===== src/rtl/dma_slice_pkg.sv =====
package dma_slice_pkg;

  typedef enum logic [2:0] {
    write_control_instr        = 3'h0,
    read_control_instr         = 3'h1,
    read_word_counter_instr    = 3'h2,
    read_address_counter_instr = 3'h3,
    reinitialise_instr         = 3'h4,
    load_address_instr         = 3'h5,
    load_word_count_instr      = 3'h6,
    enable_counters_instr      = 3'h7
  } instr_type;

  typedef enum logic [1:0] {
    mode_count_one  = 2'h0,
    mode_count_cmp  = 2'h1,
    mode_addr_cmp   = 2'h2,
    mode_carry_out  = 2'h3
  } mode_type;

  typedef struct packed {
    logic       down;
    mode_type   mode;
  } control_type;

  typedef struct packed {
    logic [7:0] data_out;
    logic [7:0] data_oe;
  } bus_drive_type;

  localparam int          data_width     = 8;
  localparam int          dir_bit        = 2;
  localparam logic [2:0]  control_reset  = 3'h0;
  localparam logic [7:0]  count_reset    = 8'h00;
  localparam logic [7:0]  count_one      = 8'h01;
  localparam logic [4:0]  control_pad    = 5'h1f;

endpackage : dma_slice_pkg


===== src/rtl/slice_counter.sv =====
// Eight-bit loadable up/down counter with a terminal-carry flag.
module slice_counter (
  input  wire logic                  core_clk,
  input  wire logic                  rstn,
  input  wire logic                  load,
  input  wire logic [7:0]            load_value,
  input  wire logic                  step,
  input  wire logic                  down,
  output logic      [7:0]            count_q,
  output logic                       carry_q
);

  logic [7:0] count_d;
  logic       carry_d;

  always_comb begin
    count_d = count_q;
    if (!rstn) begin
      count_d = dma_slice_pkg::count_reset;
    end else if (load) begin
      count_d = load_value;
    end else if (step) begin
      count_d = down ? count_q - 8'h01 : count_q + 8'h01;
    end
    carry_d = down ? (count_d == 8'h00) : (count_d == 8'hff);
  end

  always_ff @(posedge core_clk) begin
    count_q <= count_d;
    carry_q <= carry_d;
  end

endmodule : slice_counter


===== src/rtl/dma_address_slice.sv =====
// Instruction decoder and register datapath of one eight-bit address slice.
// Register updates take effect at the rising edge that samples the instruction.
module dma_address_slice (
  input  wire logic       core_clk,
  input  wire logic       rstn,
  input  wire logic [2:0] instr_code,
  input  wire logic [7:0] data_in,
  input  wire logic       address_carry_in_n,
  input  wire logic       word_carry_in_n,
  input  wire logic       address_output_enable_n,
  output logic      [7:0] data_out,
  output logic      [7:0] data_oe,
  output logic      [7:0] address_out,
  output logic      [7:0] address_oe,
  output logic            address_carry_out_n,
  output logic            word_carry_out,
  output logic            done
);

  dma_slice_pkg::instr_type   instr;
  dma_slice_pkg::control_type mode_control_reg_q;
  dma_slice_pkg::control_type mode_control_reg_d;
  dma_slice_pkg::bus_drive_type bus_q;
  dma_slice_pkg::bus_drive_type bus_d;
  logic [7:0] address_save_reg_q;
  logic [7:0] address_save_reg_d;
  logic [7:0] count_save_reg_q;
  logic [7:0] count_save_reg_d;
  logic [7:0] current_address_counter;
  logic [7:0] transfer_counter;
  logic       addr_load;
  logic [7:0] addr_value;
  logic       addr_step;
  logic       word_load;
  logic [7:0] word_value;
  logic       word_step;
  logic       word_down;
  logic       addr_carry;
  logic       word_carry;
  logic [7:0] addr_next;
  logic [7:0] word_next;
  logic       done_d;
  logic       done_q;
  logic [7:0] address_out_d;
  logic [7:0] address_oe_d;
  logic [7:0] address_out_q;
  logic [7:0] address_oe_q;
  logic       aco_d;
  logic       aco_q;
  logic       wco_d;
  logic       wco_q;

  assign instr = dma_slice_pkg::instr_type'(instr_code);

  // Control and save registers, plus the load and step controls that steer both counters.
  always_comb begin
    mode_control_reg_d = mode_control_reg_q;
    address_save_reg_d = address_save_reg_q;
    count_save_reg_d   = count_save_reg_q;
    addr_load  = 1'b0;
    addr_value = data_in;
    addr_step  = 1'b0;
    word_load  = 1'b0;
    word_value = data_in;
    word_step  = 1'b0;
    unique case (instr)
      dma_slice_pkg::write_control_instr: begin
        mode_control_reg_d = dma_slice_pkg::control_type'(data_in[2:0]);
      end
      dma_slice_pkg::read_control_instr,
      dma_slice_pkg::read_word_counter_instr,
      dma_slice_pkg::read_address_counter_instr: begin
        // Reads only steer the data bus, so every register holds here.
      end
      dma_slice_pkg::reinitialise_instr: begin
        addr_load  = 1'b1;
        addr_value = address_save_reg_q;
        word_load  = 1'b1;
        if (mode_control_reg_q.mode == dma_slice_pkg::mode_count_cmp) begin
          word_value = dma_slice_pkg::count_reset;
        end else begin
          word_value = count_save_reg_q;
        end
      end
      dma_slice_pkg::load_address_instr: begin
        address_save_reg_d = data_in;
        addr_load          = 1'b1;
      end
      dma_slice_pkg::load_word_count_instr: begin
        count_save_reg_d = data_in;
        word_load        = 1'b1;
        if (mode_control_reg_q.mode == dma_slice_pkg::mode_count_cmp) begin
          word_value = dma_slice_pkg::count_reset;
        end else begin
          word_value = data_in;
        end
      end
      dma_slice_pkg::enable_counters_instr: begin
        addr_step = !address_carry_in_n;
        word_step = !word_carry_in_n &&
                    (mode_control_reg_q.mode != dma_slice_pkg::mode_addr_cmp);
      end
    endcase
    if (!rstn) begin
      mode_control_reg_d = dma_slice_pkg::control_type'(dma_slice_pkg::control_reset);
      address_save_reg_d = dma_slice_pkg::count_reset;
      count_save_reg_d   = dma_slice_pkg::count_reset;
    end
  end

  // Data bus drive: a read shows its value for the cycle that follows the sampling edge.
  always_comb begin
    bus_d.data_out = 8'h00;
    bus_d.data_oe  = 8'h00;
    unique case (instr)
      dma_slice_pkg::read_control_instr: begin
        bus_d.data_out = {dma_slice_pkg::control_pad, mode_control_reg_q};
        bus_d.data_oe  = 8'hff;
      end
      dma_slice_pkg::read_word_counter_instr: begin
        bus_d.data_out = transfer_counter;
        bus_d.data_oe  = 8'hff;
      end
      dma_slice_pkg::read_address_counter_instr: begin
        bus_d.data_out = current_address_counter;
        bus_d.data_oe  = 8'hff;
      end
      dma_slice_pkg::write_control_instr,
      dma_slice_pkg::reinitialise_instr,
      dma_slice_pkg::load_address_instr,
      dma_slice_pkg::load_word_count_instr,
      dma_slice_pkg::enable_counters_instr: begin
        // Writes, loads and counting leave the bus released.
      end
    endcase
    if (!rstn) begin
      bus_d.data_out = 8'h00;
      bus_d.data_oe  = 8'h00;
    end
  end

  assign word_down = (mode_control_reg_q.mode == dma_slice_pkg::mode_count_one);

  slice_counter address_counter_inst (
    .core_clk   (core_clk),
    .rstn       (rstn),
    .load       (addr_load),
    .load_value (addr_value),
    .step       (addr_step),
    .down       (mode_control_reg_q.down),
    .count_q    (current_address_counter),
    .carry_q    (addr_carry)
  );

  slice_counter word_counter_inst (
    .core_clk   (core_clk),
    .rstn       (rstn),
    .load       (word_load),
    .load_value (word_value),
    .step       (word_step),
    .down       (word_down),
    .count_q    (transfer_counter),
    .carry_q    (word_carry)
  );

  // Done and address outputs are registered, so they follow counter state by one cycle.
  always_comb begin
    addr_next = current_address_counter;
    word_next = transfer_counter;
    unique case (mode_control_reg_q.mode)
      dma_slice_pkg::mode_count_one: done_d = (word_next == dma_slice_pkg::count_one);
      dma_slice_pkg::mode_count_cmp: done_d = ((word_next + 8'h01) == count_save_reg_q);
      dma_slice_pkg::mode_addr_cmp:  done_d = (addr_next == word_next);
      dma_slice_pkg::mode_carry_out: done_d = 1'b0;
    endcase
    address_out_d = address_output_enable_n ? 8'h00 : addr_next;
    address_oe_d  = address_output_enable_n ? 8'h00 : 8'hff;
    aco_d = !(addr_carry && !address_carry_in_n);
    wco_d = word_carry && !word_carry_in_n &&
            (mode_control_reg_q.mode != dma_slice_pkg::mode_addr_cmp);
    if (!rstn) begin
      done_d        = 1'b0;
      address_out_d = 8'h00;
      address_oe_d  = 8'h00;
      aco_d         = 1'b1;
      wco_d         = 1'b0;
    end
  end

  always_ff @(posedge core_clk) begin
    mode_control_reg_q <= mode_control_reg_d;
    address_save_reg_q <= address_save_reg_d;
    count_save_reg_q   <= count_save_reg_d;
  end

  // The bus drive is registered so that data_out and data_oe come straight from flip-flops.
  always_ff @(posedge core_clk) begin
    bus_q <= bus_d;
  end

  // Status and address outputs, one edge behind the counter state they report.
  always_ff @(posedge core_clk) begin
    done_q             <= done_d;
    address_out_q      <= address_out_d;
    address_oe_q       <= address_oe_d;
    aco_q              <= aco_d;
    wco_q              <= wco_d;
  end

  assign data_out            = bus_q.data_out;
  assign data_oe             = bus_q.data_oe;
  assign done                = done_q;
  assign address_out         = address_out_q;
  assign address_oe          = address_oe_q;
  assign address_carry_out_n = aco_q;
  assign word_carry_out      = wco_q;

endmodule : dma_address_slice


===== config.mk =====
export PLATFORM = sky130hd
export DESIGN_NAME = dma_address_slice
export DESIGN_NICKNAME = d
export VERILOG_FILES = /design/src/rtl/dma_slice_pkg.sv /design/src/rtl/slice_counter.sv /design/src/rtl/dma_address_slice.sv
export SDC_FILE = /design/constraint.sdc
export NUM_CORES = 1
export LEC_CHECK = 0
export ABC_AREA = 1
export BUFFER_PORTS_ARGS = -buffer_cell sky130_fd_sc_hd__buf_2
export CAP_MARGIN = 10
export CORE_UTILIZATION = 58
export CTS_CLUSTER_DIAMETER = 100
export DETAILED_ROUTE_END_ITERATION = 12
export MAX_ROUTING_LAYER = met4
export PLACE_DENSITY = 0.85
export SYNTH_ARGS = -nofsm -noshare
export SYNTH_HDL_FRONTEND = slang
export SYNTH_SLANG_ARGS = --single-unit

===== constraint.sdc =====
create_clock -name core_clk -period 2.1 [get_ports core_clk]
set_input_delay 0.315 -clock core_clk [delete_from_list [all_inputs] [get_ports core_clk]]
set_output_delay 0.315 -clock core_clk [all_outputs]
set_load 0.02 [all_outputs]

==> results of run 1 <==
## Yosys cell counts
cell | number | share of area [%]
o21ai_1 | 2 | 0.27
fa_1 | 1 | 0.55
a22oi_1 | 4 | 0.82
nand3_2 | 1 | 0.27
dfxtp_1 | 58 | 32
o21ai_0 | 22 | 3.0
nor3b_1 | 1 | 0.21
a21oi_1 | 43 | 5.9
buf_4 | 16 | 3.3
o22ai_1 | 6 | 1.0
buf_6 | 2 | 0.62
nand4_1 | 9 | 1.5
a221oi_1 | 1 | 0.24
or2_1 | 3 | 0.51
clkbuf_8 | 1 | 0.38
xnor2_1 | 4 | 0.96
nand3_1 | 49 | 6.7
nor2_8 | 1 | 0.55
xor2_1 | 6 | 1.4
nor3_1 | 4 | 0.55
nor2_1 | 49 | 5.0
nand2_4 | 1 | 0.31
buf_2 | 4 | 0.55
nor2_4 | 1 | 0.31
o211ai_1 | 5 | 1.0
inv_1 | 79 | 8.1
ha_1 | 9 | 3.1
inv_4 | 1 | 0.17
or2_2 | 2 | 0.34
and2_1 | 1 | 0.17
nand3_4 | 3 | 1.4
nand2_1 | 158 | 16
a21oi_2 | 2 | 0.48
nand3b_1 | 2 | 0.41
inv_2 | 5 | 0.51
o221ai_1 | 1 | 0.24
clkbuf_1 | 6 | 0.62
o2111ai_1 | 1 | 0.24
## area by class of cell
cell class / instances / area (um^2) / area share (%)
Clock buffer: 12 / 165.2 / 3.992
Multi-Input combinational cell: 392 / 1968 / 47.57
Tap cell: 75 / 93.84 / 2.268
Timing Repair Buffer: 64 / 355.3 / 8.588
Clock inverter: 4 / 72.57 / 1.754
Inverter: 85 / 321.6 / 7.771
Sequential cell: 58 / 1161 / 28.06
## sequential cells by signal, summed over array words and instances (netlist names)
name                          count
mode_control_reg_q                3
address_oe                        1
data_oe                           1
address_carry_out_n               1
address_out                       8
address_counter_inst.carry_q      1
done                              1
word_counter_inst.carry_q         1
count_save_reg_q                  8
word_counter_inst.count_q         8
address_counter_inst.count_q      8
word_carry_out                    1
address_save_reg_q                8
data_out                          8
## stage by stage
step,worst slack (ps),instance area (um^2),total power [mW],utilization (%)
6_report,143.4,4138,3.041,69.07
3_5_place_dp,237.1,3900,1.832,65.10
4_1_cts,167.3,4138,3.034,69.07
3_3_place_gp,286.8,3900,1.819,65.10
5_1_grt,16.61,4138,3.174,69.07
2_1_floorplan,346.3,3650,1.676,-
## worst max-delay path by stage
stage               slack, ps                      endpoint
floorplan                 350  address_counter_inst.carry_q
global placement          290  address_counter_inst.carry_q
detailed placement        240  address_counter_inst.carry_q
CTS                       170  address_counter_inst.carry_q
global route               20  address_counter_inst.carry_q
finish                    140  address_counter_inst.carry_q
## cells by family after synthesis
family | after synthesis | share of synthesized area [%]
flip-flops | 58 | 31.81
buffers and inverters | 114 | 14.26
adder cells (fa/ha/maj) | 10 | 3.634
AND/OR/NAND/NOR | 285 | 34.62
XOR/XNOR | 10 | 2.400
AO/OA/AOI/OAI | 87 | 13.27
## routing by layer
layer  vias up  share of wire, %  track usage, %  routed length (um)
li1       1880                 -               -                   -
met1      1687                44           40.47                4170
met5         -                 0               -                   0
met4         0               3.8           16.79                 363
met3        37               8.5           6.517                 806
met2       216                44           47.83                4121
## layout by cell type (no fill, tap or decap), types with 4 or more instances in the layout
cell      synthesis  layout
nor2_1           49      49
ha_1              9       9
nor3_1            4       4
dfxtp_1          58      58
o22ai_1           6       6
inv_1            79      79
buf_4            16      14
nand4_1           9       9
xor2_1            6       6
nand3_1          49      49
a21oi_1          43      43
nand2_1         158     158
xnor2_1           4       4
o21ai_0          22      22
a22oi_1           4       4
buf_2             4      50
clkbuf_8          1      12
inv_2             5       5
o211ai_1          5       5
## power groups by stage
stage                     Sequential, mW  Combinational [mW]  Clock, mW
final                               1.22               0.610       1.21
after global routing                1.22               0.683       1.27
after CTS                           1.22               0.600       1.22
after detailed placement            1.24               0.592          0
after global placement              1.24               0.581          0
after floorplan                     1.24               0.435          0
==> flow_summary.json, run 1 <==
{
  "outcome": "finished, final reports clean",
  "io_buffers": 50,
  "via_per_inst": 5.536,
  "cts_tree": "yes",
  "cp_num_buf_inv": 1,
  "grt_usage_pct": 32.04,
  "post_cts_buffers": 0,
  "antenna_found_initial": 0,
  "worstPathArrival_ps": 2250,
  "fin_hold_ws_ps": 131.8,
  "synth_seq_cells": 58,
  "path_cells": "ha_1, nand2_1, inv_1, a21oi_1, nand3_1, nand3_1, nand2_1, nand2_1, nand2_1, nor2_1, nand3_1, nand2_1",
  "cts_hold_buf": 0,
  "maxCapViolCount": 0,
  "h-tree-depth": 3,
  "min_to": "address_oe[6]",
  "wl_per_cell_um": 13.71,
  "slew_viol_final": 0,
  "fin_skew_ps": 9.154,
  "slew_headroom_pct": 65.64,
  "setup_viol": 0,
  "place_congestion": 1.001,
  "ys_types": 38,
  "cp_max_fo": 7,
  "nets": 636,
  "seqPwrFrac_pct": 40.1,
  "cp-end-kind": "register",
  "start_util_pct": 60.92,
  "firstDrtPassIters": 5,
  "detailed_place_hpwl_um": 7175,
  "grt_first_pass_wirelength_um": 15330,
  "num-fill-cells": 510,
  "grt_max_degree": 15,
  "synth-warning-count": 0,
  "cts-root-buf": "clkbuf_8",
  "crit_type": "register to register",
  "clkTransAtPathRegs_ps": 70,
  "slowest_delay_ps": 510,
  "fmax_ghz": 0.5111,
  "synth_area_per_cell_um2": 6.471,
  "worst_slew_pin_slew_ps": 511.4,
  "cts_num_sinks": 58,
  "switching_power_mw": 0.9068,
  "cp.depth": 12,
  "cts-buffers-inserted": 9,
  "die_h_um": 81.33,
  "fin_tns_setup_ps": 0,
  "drc": 0,
  "holdPathStages": 2,
  "min_period_ps": 1957,
  "leakage_nw": 2.125,
  "n_antenna_cell": 0,
  "hold_start": "address_output_enable_n",
  "ios": 51,
  "drive_gt1_share_pct": 15.77,
  "via_count": 3820,
  "wl_um": 9461,
  "peakVddDrop_v": 0.0004516,
  "fin_cells": 690,
  "crit_family": "simple AND/OR/NAND/NOR gates",
  "finalHoldViolations": 0,
  "r2r-end": "address_counter_inst.carry_q",
  "syn_nets": 590,
  "netlist_area_um2": 3650,
  "grt_pass1_vias": 3339,
  "overflow": 0,
  "cp-start-kind": "register",
  "rows": 28,
  "startpoint": "mode_control_reg_q[2]",
  "path_common_cell": "nand2_1",
  "timing.rr.start": "mode_control_reg_q[2]",
  "post_cts_resized": 0,
  "r2r_slack_ps": 140,
  "min_path_type": "input port to register",
  "rsz0062_at_grt": "no",
  "required_ps": 2400,
  "cts_max_path_buffers": 2,
  "ys_seq_area_share_pct": 31.81,
  "p_clk_share_pct": 39.9,
  "clkLatencyLatePin_ps": 350,
  "r2r_cells": 12,
  "syn_inst": 564,
  "area_delta_synth_final_pct": 13.37,
  "antenna_left": 0,
  "die-area_um2": 6614,
  "power.internal_mw": 2.134,
  "core_um2": 5991,
  "drt_iter0_markers": 340,
  "period_share_pct": 93.17,
  "worst_path_max_delay_cell": "dfxtp_1",
  "power_density_nw_per_um2": 734.8,
  "combPwrFrac_pct": 20.1,
  "switching_share_pct": 29.82,
  "die_x_um": 81.33,
  "placedCellCount": 674
}
No activity file was read; power rests on OpenSTA's default activity.
==> run 2, diff against run 1 <==
--- a/config.mk
+++ b/config.mk
@@ -6,13 +6,13 @@
 export NUM_CORES = 1
 export LEC_CHECK = 0
 export ABC_AREA = 1
-export BUFFER_PORTS_ARGS = -buffer_cell sky130_fd_sc_hd__buf_2
 export CAP_MARGIN = 10
 export CORE_UTILIZATION = 58
 export CTS_CLUSTER_DIAMETER = 100
 export DETAILED_ROUTE_END_ITERATION = 12
+export DONT_BUFFER_PORTS = 1
 export MAX_ROUTING_LAYER = met4
-export PLACE_DENSITY = 0.85
+export PLACE_DENSITY = 0.81
 export SYNTH_ARGS = -nofsm -noshare
 export SYNTH_HDL_FRONTEND = slang
 export SYNTH_SLANG_ARGS = --single-unit
==> constraint.sdc (replaced) <==
create_clock -name core_clk -period 1.76 [get_ports core_clk]
set_input_delay 0.264 -clock core_clk [delete_from_list [all_inputs] [get_ports core_clk]]
set_output_delay 0.264 -clock core_clk [all_outputs]
set_load 0.02 [all_outputs]
==> run 2 against run 1 <==
  * The run now ends with negative setup slack left
  * Core utilization increased by 1.4 points
  * Via count decreased by 0.34%
  * Wire length increased by 7.0%
  * Register-to-register slack got worse by 220 ps
  * Clock skew about the same
  * Final cell count decreased by 3.5%
  * Die area unchanged
  * Non-clock buffer count decreased by 24
  * First-iteration DRC count increased by 17%
  * Global-route usage increased by 0.25 points
  * Largest power group unchanged
==> flow_summary.json, run 2 (same netlist as run 1, synthesis figures left out) <==
{
  "cts_num_sinks": 58,
  "core_um2": 5991,
  "p_clk_share_pct": 38.3,
  "switching_share_pct": 30.69,
  "cp.depth": 10,
  "r2r-end": "address_counter_inst.carry_q",
  "post-place-ws_ps": -99.47,
  "overflow": 0,
  "via_count": 3807,
  "power.internal_mw": 2.517,
  "cp_max_fo": 4,
  "cts_max_path_buffers": 2,
  "cp-end-kind": "register",
  "cts-root-buf": "clkbuf_8",
  "crit_type": "register to register",
  "min_period_ps": 1833,
  "min_to": "address_carry_out_n",
  "num-fill-cells": 454,
  "crit_family": "simple AND/OR/NAND/NOR gates",
  "maxCapViolCount": 0,
  "grt_pass1_vias": 3383,
  "rsz0062_at_grt": "yes",
  "die_x_um": 81.33,
  "setup_viol": 1,
  "holdPathStages": 2,
  "start_util_pct": 60.92,
  "period_share_pct": 104.1,
  "grt_max_degree": 24,
  "seqPwrFrac_pct": 40.4,
  "fmax_ghz": 0.5457,
  "fin_ws_ps": -72.55,
  "required_ps": 2070,
  "clkLatencyLatePin_ps": 360,
  "slew_viol_final": 0,
  "min_path_type": "input port to register",
  "area_delta_synth_final_pct": 15.67,
  "cp_num_buf_inv": 1,
  "finalPower_mw": 3.631,
  "drc": 0,
  "mostFrequentLayoutCells": "nand2_1, inv_1, dfxtp_1, nand3_1, nor2_1",
  "via_per_inst": 5.716,
  "place_congestion": 0.9418,
  "r2r_slack_ps": -70,
  "hold_start": "address_carry_in_n",
  "r2r_cells": 10,
  "io_buffers": 0,
  "n_antenna_cell": 0,
  "fin_area_um2": 4222,
  "h-tree-depth": 3,
  "place_area_um2": 3810,
  "rows": 28,
  "layout_commonest_cell": "nand2_1",
  "die_h_um": 81.33,
  "drive_gt1_share_pct": 18.10,
  "fin_skew_ps": 8.745,
  "cp-start-kind": "register",
  "register_area_um2": 1175,
  "path_cells": "buf_6, fa_2, xnor2_1, nand2_1, o21ai_2, a21oi_2, or2_1, nor2_1, nand3_1, nand2_1",
  "slew_headroom_pct": 60.03,
  "nets": 612,
  "violations": "negative setup slack",
  "timing.rr.start": "mode_control_reg_q[2]",
  "cts_tree": "yes",
  "finalHoldViolations": 0,
  "peakVddDrop_v": 0.0006290,
  "leakage_nw": 2.008,
  "outcome": "finished, violations left",
  "worst_path_max_delay_cell": "fa_2",
  "wl_um": 10120,
  "slowest_delay_ps": 430,
  "cts-buffers-inserted": 9,
  "worstPathArrival_ps": 2140,
  "die-area_um2": 6614,
  "drt_iter0_markers": 397,
  "path_common_cell": "nand2_1",
  "grt_first_pass_wirelength_um": 15680,
  "clkTransAtPathRegs_ps": 70,
  "worst_slew_pin_slew_ps": 595.0,
  "combPwrFrac_pct": 21.3,
  "multiInputGateArea_um2": 2093,
  "power_density_nw_per_um2": 860.1,
  "utilization_pct": 70.47,
  "wl_per_cell_um": 15.19,
  "firstDrtPassIters": 5,
  "ios": 51,
  "antenna_left": 0,
  "grt_usage_pct": 32.28,
  "detailed_place_hpwl_um": 7193,
  "antenna_found_initial": 0,
  "switching_power_mw": 1.114
}
[run 2: what timing repair did]
item,CTS,global route
hold buffers,1,0
resized for setup,3,38
pin swaps,0,14
setup endpoints to repair,2,5
endpoints found under the hold margin,1,0
setup buffers,0,4
[run 2: stage by stage]
stage	hold WS, ps	setup TNS (ps)	cells
after floorplan	347.9	0	564
after global placement	343.1	-34.30	645
after detailed placement	346.0	-99.47	645
after CTS	22.65	0	662
after global routing	33.53	-268.6	666
final	34.53	-72.55	666
[run 2: power by group through the flow]
stage | clock network, mW | logic (mW) | registers (mW)
global placement | 0 | 0.671 | 1.49
global route | 1.44 | 0.851 | 1.47
CTS | 1.39 | 0.697 | 1.46
floorplan | 0 | 0.519 | 1.48
detailed placement | 0 | 0.688 | 1.49
finish | 1.39 | 0.774 | 1.47
[run 2: routing by layer]
metal	wire [um]	vias to the layer above	global-route usage (%)
met5	0	-	-
met2	4477	238	48.75
met1	4375	1696	41.09
met3	1024	40	8.202
li1	-	1833	-
met4	241	0	12.14
[run 2: how the worst max path moves through the flow]
stage | from | end | slack [ps]
2_1_floorplan | mode_control_reg_q[2] | address_counter_inst.carry_q | 6
3_3_place_gp | mode_control_reg_q[2] | address_counter_inst.carry_q | -30
3_5_place_dp | mode_control_reg_q[2] | address_counter_inst.carry_q | -100
4_1_cts | mode_control_reg_q[2] | address_counter_inst.carry_q | 10
5_1_grt | mode_control_reg_q[2] | address_counter_inst.carry_q | -170
6_report | mode_control_reg_q[2] | address_counter_inst.carry_q | -70
[run 2: final cells by class]
class                      count  share of cell area, %
clock buffer                  11                  3.349
inverter                      85                  7.617
clock inverter                 5                  1.838
multi-input combinational    392                  49.59
sequential                    58                  27.83
tap                           75                  2.223
timing repair buffer          40                  7.558
==> run 3, diff against run 2 <==
--- a/config.mk
+++ b/config.mk
@@ -5,14 +5,13 @@
 export SDC_FILE = /design/constraint.sdc
 export NUM_CORES = 1
 export LEC_CHECK = 0
-export ABC_AREA = 1
 export CAP_MARGIN = 10
-export CORE_UTILIZATION = 58
+export CORE_UTILIZATION = 57
 export CTS_CLUSTER_DIAMETER = 100
 export DETAILED_ROUTE_END_ITERATION = 12
 export DONT_BUFFER_PORTS = 1
 export MAX_ROUTING_LAYER = met4
-export PLACE_DENSITY = 0.81
+export PLACE_DENSITY = 0.8
 export SYNTH_ARGS = -nofsm -noshare
 export SYNTH_HDL_FRONTEND = slang
 export SYNTH_SLANG_ARGS = --single-unit
==> run 3 against run 2 <==
  * The flow still finishes with violations (negative setup slack)
  * Final cell count is 19% lower
  * Sequential share of layout area fell by 0.88 points
  * First-iteration DRC count rose by 10%
  * Wire length increased by 9.4%
  * Worst setup slack worse by 440 ps
  * Core utilization is 8.4 points higher
  * Clock power up 9%
  * Clock-buffer cell count decreased by 1
  * Critical endpoint unchanged
  * Largest cell class unchanged
  * Largest power group is now the clock network
==> flow_summary.json, run 3 <==
{
  "use_met1_pct": 44.57,
  "place_congestion": 0.9220,
  "grt_pass1_vias": 3465,
  "via_per_inst": 6.494,
  "worst_slew_pin_slew_ps": 713.2,
  "ys_types": 53,
  "min_path_type": "input port to register",
  "globalRouteMet2Util_pct": 56.00,
  "synth-warning-count": 0,
  "worstPathArrival_ps": 2550,
  "power_density_nw_per_um2": 839.3,
  "drc": 0,
  "antenna_left": 0,
  "path_cells": "ha_2, xor2_1, nand2_1, a31oi_2, nor4_2, nand2_1, or4_1, mux2i_1",
  "slew_viol_final": 0,
  "synth_edf_count": 0,
  "area_delta_synth_final_pct": 31.74,
  "die_h_um": 78.76,
  "synth_area_leader_cell": "dfxtp_1",
  "layout_commonest_cell": "buf_4",
  "yosysMostFrequentCell": "dfxtp_1",
  "clkLatencyLatePin_ps": 350,
  "cts_num_sinks": 58,
  "via_count": 3513,
  "cp_max_fo": 8,
  "synthTopCellsByArea": "dfxtp_1, mux2i_1, xnor2_1",
  "h-tree-depth": 3,
  "drive_gt1_share_pct": 33.90,
  "cp_num_buf_inv": 0,
  "wl_um": 11070,
  "cts_tree": "yes",
  "finalHoldViolations": 0,
  "required_ps": 2040,
  "synth-main-ff-cell": "dfxtp_1",
  "leakage_nw": 1.885,
  "core_um2": 5608,
  "rows": 27,
  "fin_ws_ps": -508.6,
  "fmax_ghz": 0.4408,
  "path_common_cell": "nand2_1",
  "grt_first_pass_wirelength_um": 16670,
  "synth_top_area_share_pct": 34.58,
  "firstDrtPassIters": 6,
  "fin_tns_setup_ps": -1472,
  "cts-buffers-inserted": 9,
  "cp-end-kind": "register",
  "crit_type": "register to register",
  "drt_iter0_markers": 438,
  "worst_path_max_delay_cell": "dfxtp_4",
  "io_buffers": 0,
  "netlist_area_um2": 3358,
  "detailed_place_hpwl_um": 6986,
  "syn_inst": 401,
  "ios": 51,
  "n_antenna_cell": 0,
  "syn_nets": 427,
  "slew_headroom_pct": 52.09,
  "die_x_um": 78.76,
  "overflow": 0,
  "cts-root-buf": "clkbuf_8",
  "die-area_um2": 6202,
  "period_share_pct": 128.9,
  "synth_seq_cells": 58,
  "start_util_pct": 59.88,
  "maxCapViolCount": 0,
  "nets": 490,
  "crit_family": "simple AND/OR/NAND/NOR gates",
  "met3_usage_pct": 9.425,
  "synth_area_per_cell_um2": 8.375,
  "clkTransAtPathRegs_ps": 80,
  "grt_usage_pct": 36.35,
  "setup_viol": 9,
  "wl_per_cell_um": 20.46,
  "min_period_ps": 2269,
  "grt_max_degree": 24,
  "finalPower_mw": 3.713,
  "cp-start-kind": "register",
  "grt_most_used_layer": "met2",
  "synthArstFlopShare_pct": 0,
  "rsz0062_at_grt": "yes",
  "peakVddDrop_v": 0.0006787,
  "outcome": "finished, violations left",
  "mostFrequentLayoutCells": "buf_4, dfxtp_1, nor2_1, nand2_1, mux2i_1",
  "ys_seq_area_share_pct": 34.58,
  "antenna_found_initial": 0,
  "cts_max_path_buffers": 2,
  "utilization_pct": 78.89,
  "synth_commonest_cells": "dfxtp_1, nor2_1, nand2_1, mux2i_1",
  "violations": "negative setup slack",
  "slowest_delay_ps": 430,
  "fin_skew_ps": 15.11,
  "num-fill-cells": 340
}
[run 3: cell types whose count changed in the layout (fill, tap and decap cells not counted), sizes merged, moves of 6 or more]
cell,before,now
a21oi,45,27
nor2,51,35
and2,1,10
mux2i,0,29
inv,85,11
xnor2,4,16
a31oi,0,10
xor2,6,13
nand2,159,34
mux2,0,6
buf,39,85
nand3,53,14
[run 3: where the power goes]
group	leakage [nW]	total, mW	switching (mW)	internal [mW]
clock network	0.123	1.51	0.615	0.898
logic	1.28	0.757	0.392	0.365
registers	0.480	1.44	0.0714	1.37
[run 3: worst reg2reg max path, delay by kind of cell (launching register included)]
family                   cells  cell delay [ps]
flip-flops                   1              430
XOR/XNOR                     1              180
AND/OR/NAND/NOR              4             1000
adder cells (fa/ha/maj)      1              340
multiplexers                 1              140
AO/OA/AOI/OAI                1              110
[run 3: area by class of cell]
cell class	instances	area, um^2	area share [%]
Timing Repair Buffer	86	659.4	14.90
Clock inverter	6	95.09	2.149
Clock buffer	10	148.9	3.365
Inverter	10	42.54	0.9615
Tap cell	72	90.09	2.036
Sequential cell	58	1192	26.95
Multi-Input combinational cell	299	2196	49.63
[run 3: kinds of logic (layout without fill, tap and decap cells)]
logic type,after synthesis,after routing,share of synthesized area [%]
buffers and inverters,44,112,7.079
XOR/XNOR,29,29,7.563
AND/OR/NAND/NOR,140,140,20.98
adder cells (fa/ha/maj),10,10,3.949
multiplexers,35,35,10.66
AO/OA/AOI/OAI,85,85,15.20
flip-flops,58,58,34.58
[run 3: final timing paths]
path / start / to / slack [ps] / cells after the start
worst max-delay path: mode_control_reg_q[2] / address_counter_inst.carry_q / -510 / 8
worst min-delay path: rstn / address_carry_out_n / 20 / 1
worst max register to register: mode_control_reg_q[2] / address_counter_inst.carry_q / -510 / 8
worst min register to register: address_counter_inst.carry_q / address_carry_out_n / 410 / 1
[run 3: timing repair]
item                       CTS  global route
setup buffers                3             4
resized for setup           14            41
setup endpoints to repair   11            13
hold buffers                 1             0
pin swaps                   17            17
hold endpoints to repair     1             0
[run 3: per-stage QoR]
| step | instances | hold slack (ps) | area [um^2] | setup WS (ps) |
|---|---|---|---|---|
| 6_report | 541 | 15.18 | 4424 | -508.6 |
| 5_1_grt | 541 | 20.38 | 4424 | -577.9 |
| 4_1_cts | 537 | 10.87 | 4242 | -400.6 |
| 3_5_place_dp | 517 | 344.2 | 3886 | -537.1 |
| 3_3_place_gp | 517 | 344.1 | 3886 | -397.5 |
| 2_1_floorplan | 401 | 341.0 | 3415 | -408.0 |
[run 3: per-layer routing]
layer  part of all wire (%)  up-vias
met4                    6.2        0
met1                     38     1620
met2                     44      273
met3                     12       88
li1                       -     1532
met5                      0        -
